File: config.mk
export PLATFORM = sky130hd
export DESIGN_NAME = upcbc_top
export DESIGN_NICKNAME = d
export VERILOG_FILES = /design/src/core/upcbc_pkg.sv /design/src/core/upcbc_top.sv
export SDC_FILE = /design/constraint.sdc
export NUM_CORES = 1
export LEC_CHECK = 0
export ABC_AREA = 1
export BUFFER_PORTS_ARGS = -buffer_cell sky130_fd_sc_hd__buf_2
export CAP_MARGIN = 15
export CORE_MARGIN = 5
export CORE_UTILIZATION = 47
export DETAILED_ROUTE_END_ITERATION = 7
export PLACE_DENSITY = 0.87
export SLEW_MARGIN = 20
export SYNTH_ARGS = -nofsm -noshare
export SYNTH_HDL_FRONTEND = slang
export SYNTH_SLANG_ARGS = --single-unit
File: constraint.sdc
create_clock -name pclk -period 2.95 [get_ports pclk]
set_clock_uncertainty 0.2 [all_clocks]
set_input_delay 0.1475 -clock pclk [delete_from_list [all_inputs] [get_ports pclk]]
set_output_delay 0.1475 -clock pclk [all_outputs]
set_load 0.01 [all_outputs]
File: src/core/upcbc_pkg.sv
// Package with offsets, bit positions, reset values and carrier types of the common block control.
package upcbc_pkg;
    localparam logic [11:0] UPCBC_OFF_TEST_CTRL = 12'h000;
    localparam int          UPCBC_ADDR_W        = 12;

    localparam int UPCBC_B_CLK_GATE_OFF  = 31;
    localparam int UPCBC_B_TEST_PATH_SEL = 24;
    localparam int UPCBC_B_XTAL_GAIN     = 23;
    localparam int UPCBC_B_REF_FREQ      = 19;
    localparam int UPCBC_B_CORE_READY    = 18;
    localparam int UPCBC_B_FAST_START    = 17;
    localparam int UPCBC_B_PLL_EN        = 16;
    localparam int UPCBC_B_COMMON_PD_N   = 15;
    localparam int UPCBC_B_XTAL_PD_N     = 14;
    localparam int UPCBC_B_CLK_USABLE    = 12;
    localparam int UPCBC_B_AFE_TIM_DIS   = 9;
    localparam int UPCBC_B_GATE_BYPASS   = 0;

    localparam logic [31:0] UPCBC_WR_MASK = 32'h8183_c201;
    localparam logic [31:0] UPCBC_RST_VAL = 32'h0001_0000;

    typedef struct packed {
        logic clk_gate_off;
        logic common_test_path_select;
        logic crystal_drive_gain_select;
        logic pll_reference_frequency_select;
        logic pll_fast_start_lowpower_enable;
        logic usb_pll_enable;
        logic common_power_down_n;
        logic crystal_power_down_n;
        logic frontend_ready_timer_disable;
        logic chip_clock_gating_bypass;
    } upcbc_ctrl_t;

    typedef struct packed {
        logic eeprom_present;
        logic eeprom_fast_start_hs;
        logic eeprom_fast_start_fs;
        logic otp_present;
        logic otp_fast_start;
    } upcbc_image_t;
endpackage

File: src/core/upcbc_top.sv
// Common block control register of the USB PHY with an APB slave port.
//
// The APB register port was left to the implementer.
module upcbc_top
    import upcbc_pkg::*;
(
    input  wire logic                     pclk,
    input  wire logic                     presetn,
    input  wire logic                     psel,
    input  wire logic                     penable,
    input  wire logic                     pwrite,
    input  wire logic [11:0]              paddr,
    input  wire logic [31:0]              pwdata,
    input  wire logic [3:0]               pstrb,
    output logic      [31:0]              prdata,
    output logic                          pready,
    output logic                          pslverr,
    input  wire logic                     usb_bus_reset,
    input  wire logic                     lite_reset,
    input  wire logic                     high_speed,
    input  wire upcbc_pkg::upcbc_image_t  image,
    input  wire logic                     core_supply_ready_raw,
    input  wire logic                     hv_por_active,
    input  wire logic                     pll_locked,
    output upcbc_pkg::upcbc_ctrl_t        ctrl,
    output logic                          common_clk_en,
    output logic                          common_test_mode
);
    import upcbc_pkg::*;

    logic [31:0] reg_r;
    logic [31:0] reg_nxt;
    logic [1:0]  core_sync_r;
    logic [1:0]  hvpor_sync_r;
    logic [1:0]  lock_sync_r;
    logic [1:0]  busrst_sync_r;
    logic [1:0]  lite_sync_r;
    logic [1:0]  hs_sync_r;
    logic [1:0]  init_cnt_r;
    logic        rst_req_d_r;
    logic        ready_r;
    logic        usable_r;
    logic [31:0] prdata_r;
    logic        pready_r;
    logic        pslverr_r;

    wire         setup_ph   = psel & ~penable;
    wire         access_ph  = psel & penable;
    wire         hit        = (paddr == UPCBC_OFF_TEST_CTRL);
    wire         wr_hit     = setup_ph & pwrite & hit;
    wire         rst_req    = busrst_sync_r[1] | lite_sync_r[1];
    // The first load waits until the link speed has passed its synchroniser.
    wire         init_load  = (init_cnt_r == 2'h2);
    wire         reload     = (rst_req & ~rst_req_d_r) | init_load;
    // Image selection: EEPROM flag by link speed, then OTP, else zero.
    wire         eeprom_fs_bit = hs_sync_r[1] ? image.eeprom_fast_start_hs
                                               : image.eeprom_fast_start_fs;
    wire         image_fast = image.eeprom_present ? eeprom_fs_bit :
                              image.otp_present    ? image.otp_fast_start : 1'b0;
    wire         core_ok    = core_sync_r[1] & ~hvpor_sync_r[1];
    wire [31:0]  byte_mask  = {{8{pstrb[3]}}, {8{pstrb[2]}}, {8{pstrb[1]}}, {8{pstrb[0]}}};
    wire [31:0]  wmask      = UPCBC_WR_MASK & byte_mask;
    wire [31:0]  wr_val     = (reg_r & ~wmask) | (pwdata & wmask);
    wire [31:0]  rd_val     = (reg_r & UPCBC_WR_MASK)
                            | ({31'h0, ready_r} << UPCBC_B_CORE_READY)
                            | ({31'h0, usable_r} << UPCBC_B_CLK_USABLE);

    always_comb begin
        reg_nxt = wr_hit ? wr_val : reg_r;
        if (reload) begin
            reg_nxt[UPCBC_B_FAST_START] = image_fast;
        end
    end

    always_ff @(posedge pclk or negedge presetn) begin
        if (!presetn) begin
            core_sync_r   <= 2'h0;
            hvpor_sync_r  <= 2'h3;
            lock_sync_r   <= 2'h0;
            busrst_sync_r <= 2'h0;
            lite_sync_r   <= 2'h0;
            hs_sync_r     <= 2'h0;
        end else begin
            core_sync_r   <= {core_sync_r[0], core_supply_ready_raw};
            hvpor_sync_r  <= {hvpor_sync_r[0], hv_por_active};
            lock_sync_r   <= {lock_sync_r[0], pll_locked};
            busrst_sync_r <= {busrst_sync_r[0], usb_bus_reset};
            lite_sync_r   <= {lite_sync_r[0], lite_reset};
            hs_sync_r     <= {hs_sync_r[0], high_speed};
        end
    end

    // Register reset holds PLL enabled and every other stored bit clear.
    always_ff @(posedge pclk or negedge presetn) begin
        if (!presetn) begin
            reg_r       <= UPCBC_RST_VAL;
            init_cnt_r  <= 2'h0;
            rst_req_d_r <= 1'b0;
            ready_r     <= 1'b0;
            usable_r    <= 1'b0;
        end else begin
            reg_r       <= reg_nxt;
            init_cnt_r  <= (init_cnt_r == 2'h3) ? init_cnt_r : init_cnt_r + 2'h1;
            rst_req_d_r <= rst_req;
            ready_r     <= core_ok;
            usable_r    <= lock_sync_r[1] & reg_r[UPCBC_B_PLL_EN]
                         & reg_r[UPCBC_B_COMMON_PD_N];
        end
    end

    // Zero-wait APB slave: answers in the access phase entered after setup.
    always_ff @(posedge pclk or negedge presetn) begin
        if (!presetn) begin
            prdata_r  <= 32'h0;
            pready_r  <= 1'b0;
            pslverr_r <= 1'b0;
        end else begin
            pready_r  <= setup_ph;
            pslverr_r <= setup_ph & ~hit;
            prdata_r  <= (setup_ph & ~pwrite & hit) ? rd_val : 32'h0;
        end
    end

    upcbc_ctrl_t ctrl_r;
    logic        clk_en_r;
    logic        test_r;

    always_ff @(posedge pclk or negedge presetn) begin
        if (!presetn) begin
            ctrl_r   <= '0;
            clk_en_r <= 1'b0;
            test_r   <= 1'b0;
        end else begin
            ctrl_r.clk_gate_off                   <= reg_r[UPCBC_B_CLK_GATE_OFF];
            ctrl_r.common_test_path_select        <= reg_r[UPCBC_B_TEST_PATH_SEL];
            ctrl_r.crystal_drive_gain_select      <= reg_r[UPCBC_B_XTAL_GAIN];
            ctrl_r.pll_reference_frequency_select <= reg_r[UPCBC_B_REF_FREQ];
            ctrl_r.pll_fast_start_lowpower_enable <= reg_r[UPCBC_B_FAST_START];
            // Common power-down overrides the PLL enable.
            ctrl_r.usb_pll_enable <= reg_r[UPCBC_B_PLL_EN]
                                   & reg_r[UPCBC_B_COMMON_PD_N];
            ctrl_r.common_power_down_n            <= reg_r[UPCBC_B_COMMON_PD_N];
            ctrl_r.crystal_power_down_n           <= reg_r[UPCBC_B_XTAL_PD_N];
            ctrl_r.frontend_ready_timer_disable   <= reg_r[UPCBC_B_AFE_TIM_DIS];
            ctrl_r.chip_clock_gating_bypass       <= reg_r[UPCBC_B_GATE_BYPASS];
            // Bypass keeps the clock running even when gate-off is set.
            clk_en_r <= ~reg_r[UPCBC_B_CLK_GATE_OFF] | reg_r[UPCBC_B_GATE_BYPASS];
            test_r   <= reg_r[UPCBC_B_TEST_PATH_SEL];
        end
    end

    assign prdata           = prdata_r;
    assign pready           = pready_r;
    assign pslverr          = pslverr_r;
    assign ctrl             = ctrl_r;
    assign common_clk_en    = clk_en_r;
    assign common_test_mode = test_r;
endmodule

---- Word-level counts from Yosys, hierarchy flattened ----
Cells that the tools add are included.
word-level totals
  bits in registers ....................... 94
  input port bits ......................... 64
  output and inout bits ................... 46
cells by class
  add/subtract/negate cells ............... 1
  equal/unequal tests ..................... 2
  mux-type cells .......................... 6
  bitwise logic cells ..................... 26
  reduce and logical (&&, ||, !) cells .... 2
operator list
  cell                 number
  $and 32x32->32       2
  $mux 32              1
  $not 32->32          1
  $or 32x13->32        1
  $or 32x19->32        1
  $or 32x32->32        1
  $mux 18              1
  $logic_not 12->1     1
  $and 1x1->1          11
  $not 1->1            6
  $eq 2x2->1 const B   2
  $mux 1               4
  $or 1x1->1           3
  $add 2x1->2 const B  1
  $reduce_bool 2->1    1

---- Logic depth before layout (Yosys ltp) ----
Gate-level depths: netlist (run 1).
  word-level depth ........................ 6
  gate-level depth with buffers ........... 8
  mapped depth without buffers ............ 7

---- Worst setup path before layout (run 1) ----
Ideal clock, no wire load.
  kind .................................... register to register
  from .................................... reg init_cnt_r[0]
  to ...................................... reg reg_r[17]
  arrival time ............................ 0.978 ns
  data required time ...................... 2.682 ns
  setup slack ............................. 1.703 ns
  stages on the path, launching flop included .. 7
  clock period less this slack ............ 1.247 ns
  cells stage by stage .................... dfrtp_1 -> inv_1 -> ha_1 -> o21bai_1 -> nor2_1 -> nand3_1 -> nand3_1
on the way
  cells in the longest elaborated chain, start to end .. 3
RTL lines
  item                                                line              RTL
  from (decl)                                         upcbc_top.sv:39   logic [1:0] init_cnt_r;
  from (signal assigned)                              upcbc_top.sv:103  init_cnt_r <= (init_cnt_r == 2'h3) ? init_cnt_r : init_cnt_r + 2'h1;
  $eq 2x2->1 (*)                                      upcbc_top.sv:53   wire init_load = (init_cnt_r == 2'h2);
  $or 1x1->1 (*)                                      upcbc_top.sv:54   wire reload = (rst_req & ~rst_req_d_r) | init_load;
  $mux 1 / $reduce_bool 2->1 (equally long branches)  --
  to (signal assigned)                                upcbc_top.sv:102  reg_r <= reg_nxt;
  to (decl)                                           upcbc_top.sv:31   logic [31:0] reg_r;
Every way passes the cells marked *; elsewhere a longest branch is shown, timed or not.
A chain may end at the register's enable or synchronous reset.

==> metrics.csv, run 1 <==
stage,metric,value,unit
worst_setup_path,cp_slowest_cell,dlygate4sd3_1,
sta,rsz0062_at_grt,no,
synthesis,ys_ff_latch,49,
worst_setup_path,max_stage_delay,550,ps
cells_and_area,num-fill-cells,300,
synthesis,synthCells,188,
synthesis,ys.flop_type,dfrtp_1,
drt,routed-wl-met2,2050,um
sta,hold_violations,0,
die,start_util,49.0,%
synthesis,syn_area,1990,um2
global_route,grt_max_degree,50,
die,io_pins,110,
hold_path,hold_depth,4,
sta,fmax,386,MHz
synthesis,synth_edf_count,0,
worst_setup_path,crit_family,buffers and inverters,
cts,clk_pin_slew,90,ps
global_route,grt_util_all_layers,15.6,%
cts,clockRootBuffer,clkbuf_8,
cells_and_area,n_antenna_cell,0,
worst_setup_path,critPathKind,in -> reg,
worst_setup_path,r2r_cells,3,
placed_design,dp.cells,299,
die,chipWidth,75.1,um
die,die_area,5630,um2
cts,cts_setup_buffers,0,
cells_and_area,design_area,2690,um2
drt,ant_nets,0,
cts,post_cts_resized,0,
drt,drt_iter0_markers,40,
sta,setup_violations,0,
placed_design,dpl_cell_area,2270,um2
cts,cts_sinks,49,
drt,drc,0,
global_route,antenna_found_initial,0,
cts,clock_latency,300,ps
drt,drt_pre_antenna_iters,4,
synthesis,ys_types,24,
drt,routedLengthMet1,1410,um
drt,post_drt_wl_per_cell,11.8,um
synthesis,synth-async-reset-ratio,100,%
synthesis,synth.avg_cell_area,10.6,um2
cts,h-tree-depth,2,
power,p_leak,0.00146,uW
worst_setup_path,crit_buf_inv,4,
worst_setup_path,critPathLaunchType,primary input,
cts,cts_buffers,5,
worst_setup_path,reg2reg_slack,1530,ps
drt,top_layer_used,met4,
synthesis,ys_seq_area_share,61.8,%
die,die_h,75.1,um
sta,whs,19.0,ps
worst_setup_path,cp.arrival,2630,ps
die,coreArea,4060,um2
cts,tritoncts,done,
worst_setup_path,crit_fanout,6,
drt,viasPerCell,4.22,
cells_and_area,fin_nets,350,
sta,maxSlewViolCount,0,
global_route,grt_pass1_wl,6520,um
sta,finalCritPeriodShare,87.8,%
sta,worstMarginPinSlew,587,ps
placed_design,gp_congestion,0.719,
worst_setup_path,endpoint_kind,register,
hold_path,hp-class,in -> reg,
placed_design,dp_hpwl,2680,um
sta,max_slew_margin,60.8,%
cells_and_area,layout.cells.non_filler,335,
drt,wl,3970,um
synthesis,yosysWarnings,0,
worst_setup_path,cp_data_required_time,2990,ps
worst_setup_path,crit_chain,"dlygate4sd3_1, buf_2, nand2_1, nor2_2, nand3_2, nor2_2, nand2_1, dlygate4sd3_1, nand2_1, dlygate4sd3_1",
sta,period_minus_slack,2590,ps
power,power.density,506,nW/um2
die,rows,23,
worst_setup_path,cp-startpoint,psel,
run_status,outcome,"finished, final reports clean",
drt,wl_met3,440,um
cells_and_area,synthToLayoutAreaGrowth,35.1,%
global_route,grt-ovfl-total,0,
cells_and_area,drive_above_1_share,35.4,%
drt,detailroute.via_count,1413,
job,maxCapViolCount,0,
placed_design,portBuffers,64,
power,max-vdd-ir-drop,0.298,mV
global_route,grt_pass1_vias,1500,
cts,clock_path_buffers,2,
sta,fin_setup_tns,0,ps
hold_path,hp-start,pstrb[3],
-- metrics by stage --
step | setup WS (ps) | power (uW) | util [%]
4_1_cts | 414 | 1370 | 66.2
3_3_place_gp | 1460 | 789 | 55.9
6_report | 361 | 1360 | 66.2
2_1_floorplan | 1700 | 766 | -
3_5_place_dp | 1410 | 792 | 55.9
5_1_grt | 227 | 1420 | 66.2
-- where the power goes --
part | leakage (uW) | switching, uW | internal [uW]
Sequential | 0.000626 | 4.56 | 688
Clock | 0.0000687 | 221 | 341
Combinational | 0.000765 | 60.0 | 46.3
-- tightest hold or removal path, cell delays in order --
cell,delay (ps)
buf_2,110
nand4_1,110
nand2_1,60
nand2_1,70
-- worst max path at each step --
| stage | cells past startpoint | end | slack (ps) |
|---|---|---|---|
| global route | 10 | register | 230 |
| finish | 10 | register | 360 |
| CTS | 10 | register | 410 |
| floorplan | 6 | reg_r[17]$_DFFE_PN0P_ | 1700 |
| detailed placement | 8 | prdata[16]$_DFF_PN0_ | 1410 |
| global placement | 8 | prdata[12]$_DFF_PN0_ | 1460 |
-- metal layers --
metal  vias to the layer above  track usage (%)
li1                        701                -
met1                       633             17.2
met2                        70             27.7
met3                         9             5.21
met4                         0             5.73
met5                         -                0
-- cell families (layout without fill, tap and decap cells) --
group	Yosys count	after routing	synth area share, %
and+or+nand+nor	75	75	19.6
buffers and inverters	55	131	15.2
DFF	49	49	61.8
AOI/OAI and AO/OA	5	5	1.45
adders and majority gates	2	2	1.26
other	1	22	0.188
xor gates and xnor gates	1	1	0.440
-- cell usage after synthesis, types with 2 or more instances --
| library cell | n | area share [%] |
|---|---|---|
| dfrtp_1 | 46 | 58 |
| nand2_1 | 33 | 6.2 |
| inv_1 | 27 | 5.1 |
| buf_4 | 23 | 8.7 |
| nor2_1 | 14 | 2.6 |
| nor2_2 | 13 | 4.1 |
| nand4_1 | 4 | 1.3 |
| dfstp_2 | 3 | 4.0 |
| inv_2 | 3 | 0.57 |
| nor2_4 | 3 | 1.7 |
| ha_1 | 2 | 1.3 |
| nand2_2 | 2 | 0.63 |
| nand3_1 | 2 | 0.50 |
| nand3_2 | 2 | 1.0 |
| o21ai_0 | 2 | 0.50 |
-- cells in the final DEF, fill, tap and decap left out, drive strengths merged --
| cell type | n |
|---|---|
| dfrtp | 46 |
| o21bai | 1 |
| nand4 | 4 |
| conb | 22 |
| nand2 | 36 |
| nor2 | 31 |
| o22ai | 1 |
| xnor2 | 1 |
| inv | 32 |
| nand3 | 4 |
| dfstp | 3 |
| o21ai | 2 |
| a21oi | 1 |
| buf | 64 |
| clkbuf | 5 |
| bufinv | 2 |
| ha | 2 |
| dlygate4sd3 | 28 |
-- area by class of cell --
class | instances | area [um2] | share of cell area, %
tap | 50 | 62.6 | 2.33
multi-input combinational | 105 | 536 | 19.9
inverter | 31 | 119 | 4.42
timing repair buffer | 92 | 603 | 22.4
clock inverter | 3 | 68.8 | 2.56
sequential | 49 | 1230 | 45.8
clock buffer | 5 | 68.8 | 2.56
-- timing repair --
action,CTS,global route
hold buffers,28,0
endpoints found under the hold margin,63,0
setup endpoints to repair,0,0
Note: power is estimated with default switching activity, not from simulation.
==> run 2: changes to the inputs <==
--- a/config.mk
+++ b/config.mk
@@ -6,7 +6,7 @@
 export NUM_CORES = 1
 export LEC_CHECK = 0
 export ABC_AREA = 1
-export BUFFER_PORTS_ARGS = -buffer_cell sky130_fd_sc_hd__buf_2
+export BUFFER_PORTS_ARGS = -buffer_cell sky130_fd_sc_hd__clkbuf_2
 export CAP_MARGIN = 15
 export CORE_MARGIN = 5
 export CORE_UTILIZATION = 47
==> run 2 against run 1 <==
  * The flow now finishes with violations (hold timing)
  * First-iteration DRC count is 60% higher
  * Via count is 1.6% higher
  * Sequential power hardly changed
  * Wire length is 1.1% higher
  * Utilization is 0.49 points lower
  * Design area is 0.74% lower
  * Count of clock-buffer cells in the layout stayed put
  * Largest cell class unchanged
  * Highest routed layer unchanged
==> metrics.csv, run 2 (synthesized netlist as in run 1, its figures left out) <==
stage,metric,value,unit
cts,h-tree-depth,2,
sta,whs,-0.159,ps
cells_and_area,n_antenna_cell,0,
cells_and_area,num-fill-cells,312,
cts,clock_latency,300,ps
cts,clock_path_buffers,2,
sta,fin_setup_tns,0,ps
power,p_leak,0.00144,uW
cts,post_cts_resized,0,
worst_setup_path,crit_buf_inv,4,
drt,drc,0,
sta,fmax,382,MHz
drt,post_drt_wl_per_cell,12.0,um
worst_setup_path,cp_slowest_cell,dlygate4sd3_1,
drt,drt_pre_antenna_iters,4,
cells_and_area,synthToLayoutAreaGrowth,34.1,%
run_status,violations,hold timing,
hold_path,hp-class,in -> reg,
drt,viasPerCell,4.31,
drt,ant_nets,0,
power,power.density,509,nW/um2
die,die_h,75.1,um
global_route,grt_max_degree,50,
sta,worstMarginPinSlew,579,ps
cts,cts_sinks,49,
sta,maxSlewViolCount,0,
drt,wl,4010,um
sta,setup_violations,0,
placed_design,gp_congestion,0.733,
cells_and_area,fin_nets,348,
worst_setup_path,endpoint_kind,register,
drt,drt_iter0_markers,64,
sta,finalCritPeriodShare,88.8,%
die,coreArea,4060,um2
worst_setup_path,cp.arrival,2660,ps
sta,max_slew_margin,61.4,%
cts,cts_setup_buffers,0,
cts,tritoncts,done,
die,die_area,5630,um2
cts,clk_pin_slew,90,ps
cts,clockRootBuffer,clkbuf_8,
placed_design,dp_hpwl,2740,um
sta,period_minus_slack,2620,ps
worst_setup_path,critPathLaunchType,primary input,
cells_and_area,final_cell_mix,"clkbuf_2 (63), dfrtp_1 (46), nand2_1 (33), inv_1 (27), dlygate4sd3_1 (26)",
worst_setup_path,crit_fanout,6,
worst_setup_path,crit_chain,"dlygate4sd3_1, clkbuf_2, nand2_1, nor2_2, nand3_2, nor2_2, nand2_1, dlygate4sd3_1, nand2_1, dlygate4sd3_1",
cts,cts_buffers,5,
global_route,grt_util_all_layers,15.6,%
global_route,grt_pass1_vias,1473,
global_route,grt_pass1_wl,6480,um
drt,detailroute.via_count,1436,
die,rows,23,
die,start_util,49.0,%
cts,hold_buffers,26,
global_route,antenna_found_initial,0,
job,maxCapViolCount,0,
die,io_pins,110,
worst_setup_path,max_stage_delay,560,ps
sta,rsz0062_at_grt,no,
cells_and_area,drive_above_1_share,35.7,%
worst_setup_path,crit_family,buffers and inverters,
run_status,outcome,"finished, violations left",
placed_design,portBuffers,64,
power,max-vdd-ir-drop,0.310,mV
die,chipWidth,75.1,um
sta,hold_violations,1,
worst_setup_path,reg2reg_slack,1510,ps
worst_setup_path,critPathKind,in -> reg,
worst_setup_path,cp_data_required_time,2990,ps
cells_and_area,mostFrequentLayoutCell,clkbuf_2,
global_route,grt-ovfl-total,0,
run 2: final timing paths:
kind                                     startpoint                         end  cells past startpoint
min                                        pstrb[2]                    register                      5
max                                            psel                    register                     10
min reg2reg                lock_sync_r[0]$_DFF_PN0_    lock_sync_r[1]$_DFF_PN0_                      0
max reg2reg                                register                    register                      3
max in group asynchronous                   presetn  busrst_sync_r[1]$_DFF_PN0_                      2
min in group asynchronous                   presetn           ctrl[2]$_DFF_PN0_                      2
run 2: tightest hold or removal path: stages:
cell,delay (ps)
clkbuf_2,110
inv_1,70
nor2_2,40
nand2_1,50
nand2_1,40
run 2: power by group:
| group | leakage, uW | internal (uW) | switching (uW) |
|---|---|---|---|
| clock network | 0.0000687 | 341 | 220 |
| registers | 0.000626 | 688 | 4.82 |
| logic | 0.000749 | 45.5 | 60.0 |
run 2: layer usage:
| metal | vias up | part of all wire (%) | global-route usage, % | routed length, um |
|---|---|---|---|---|
| met1 | 666 | 35 | 16.9 | 1410 |
| li1 | 696 | - | - | - |
| met3 | 8 | 10 | 4.54 | 410 |
| met2 | 66 | 53 | 28.7 | 2120 |
| met5 | - | 0 | 0 | 0 |
| met4 | 0 | 1.6 | 5.34 | 64 |
run 2: cell type report:
class,count,area [um2],share of cell area [%]
flip-flops and latches,49,1230,46.1
repair buffers,90,583,21.9
multi-input cells,105,536,20.1
inverters,31,119,4.46
clock buffers,5,68.8,2.58
clock inverters,3,68.8,2.58
well taps,50,62.6,2.35
run 2: per-stage QoR:
stage | std cells | util [%] | setup WS (ps) | power, uW | area (um2)
2_1_floorplan | 209 | - | 1700 | 766 | 2070
4_1_cts | 333 | 65.7 | 395 | 1370 | 2670
3_3_place_gp | 299 | 55.9 | 1480 | 789 | 2270
5_1_grt | 333 | 65.7 | 238 | 1420 | 2670
6_report | 333 | 65.7 | 331 | 1360 | 2670
3_5_place_dp | 299 | 55.9 | 1430 | 793 | 2270
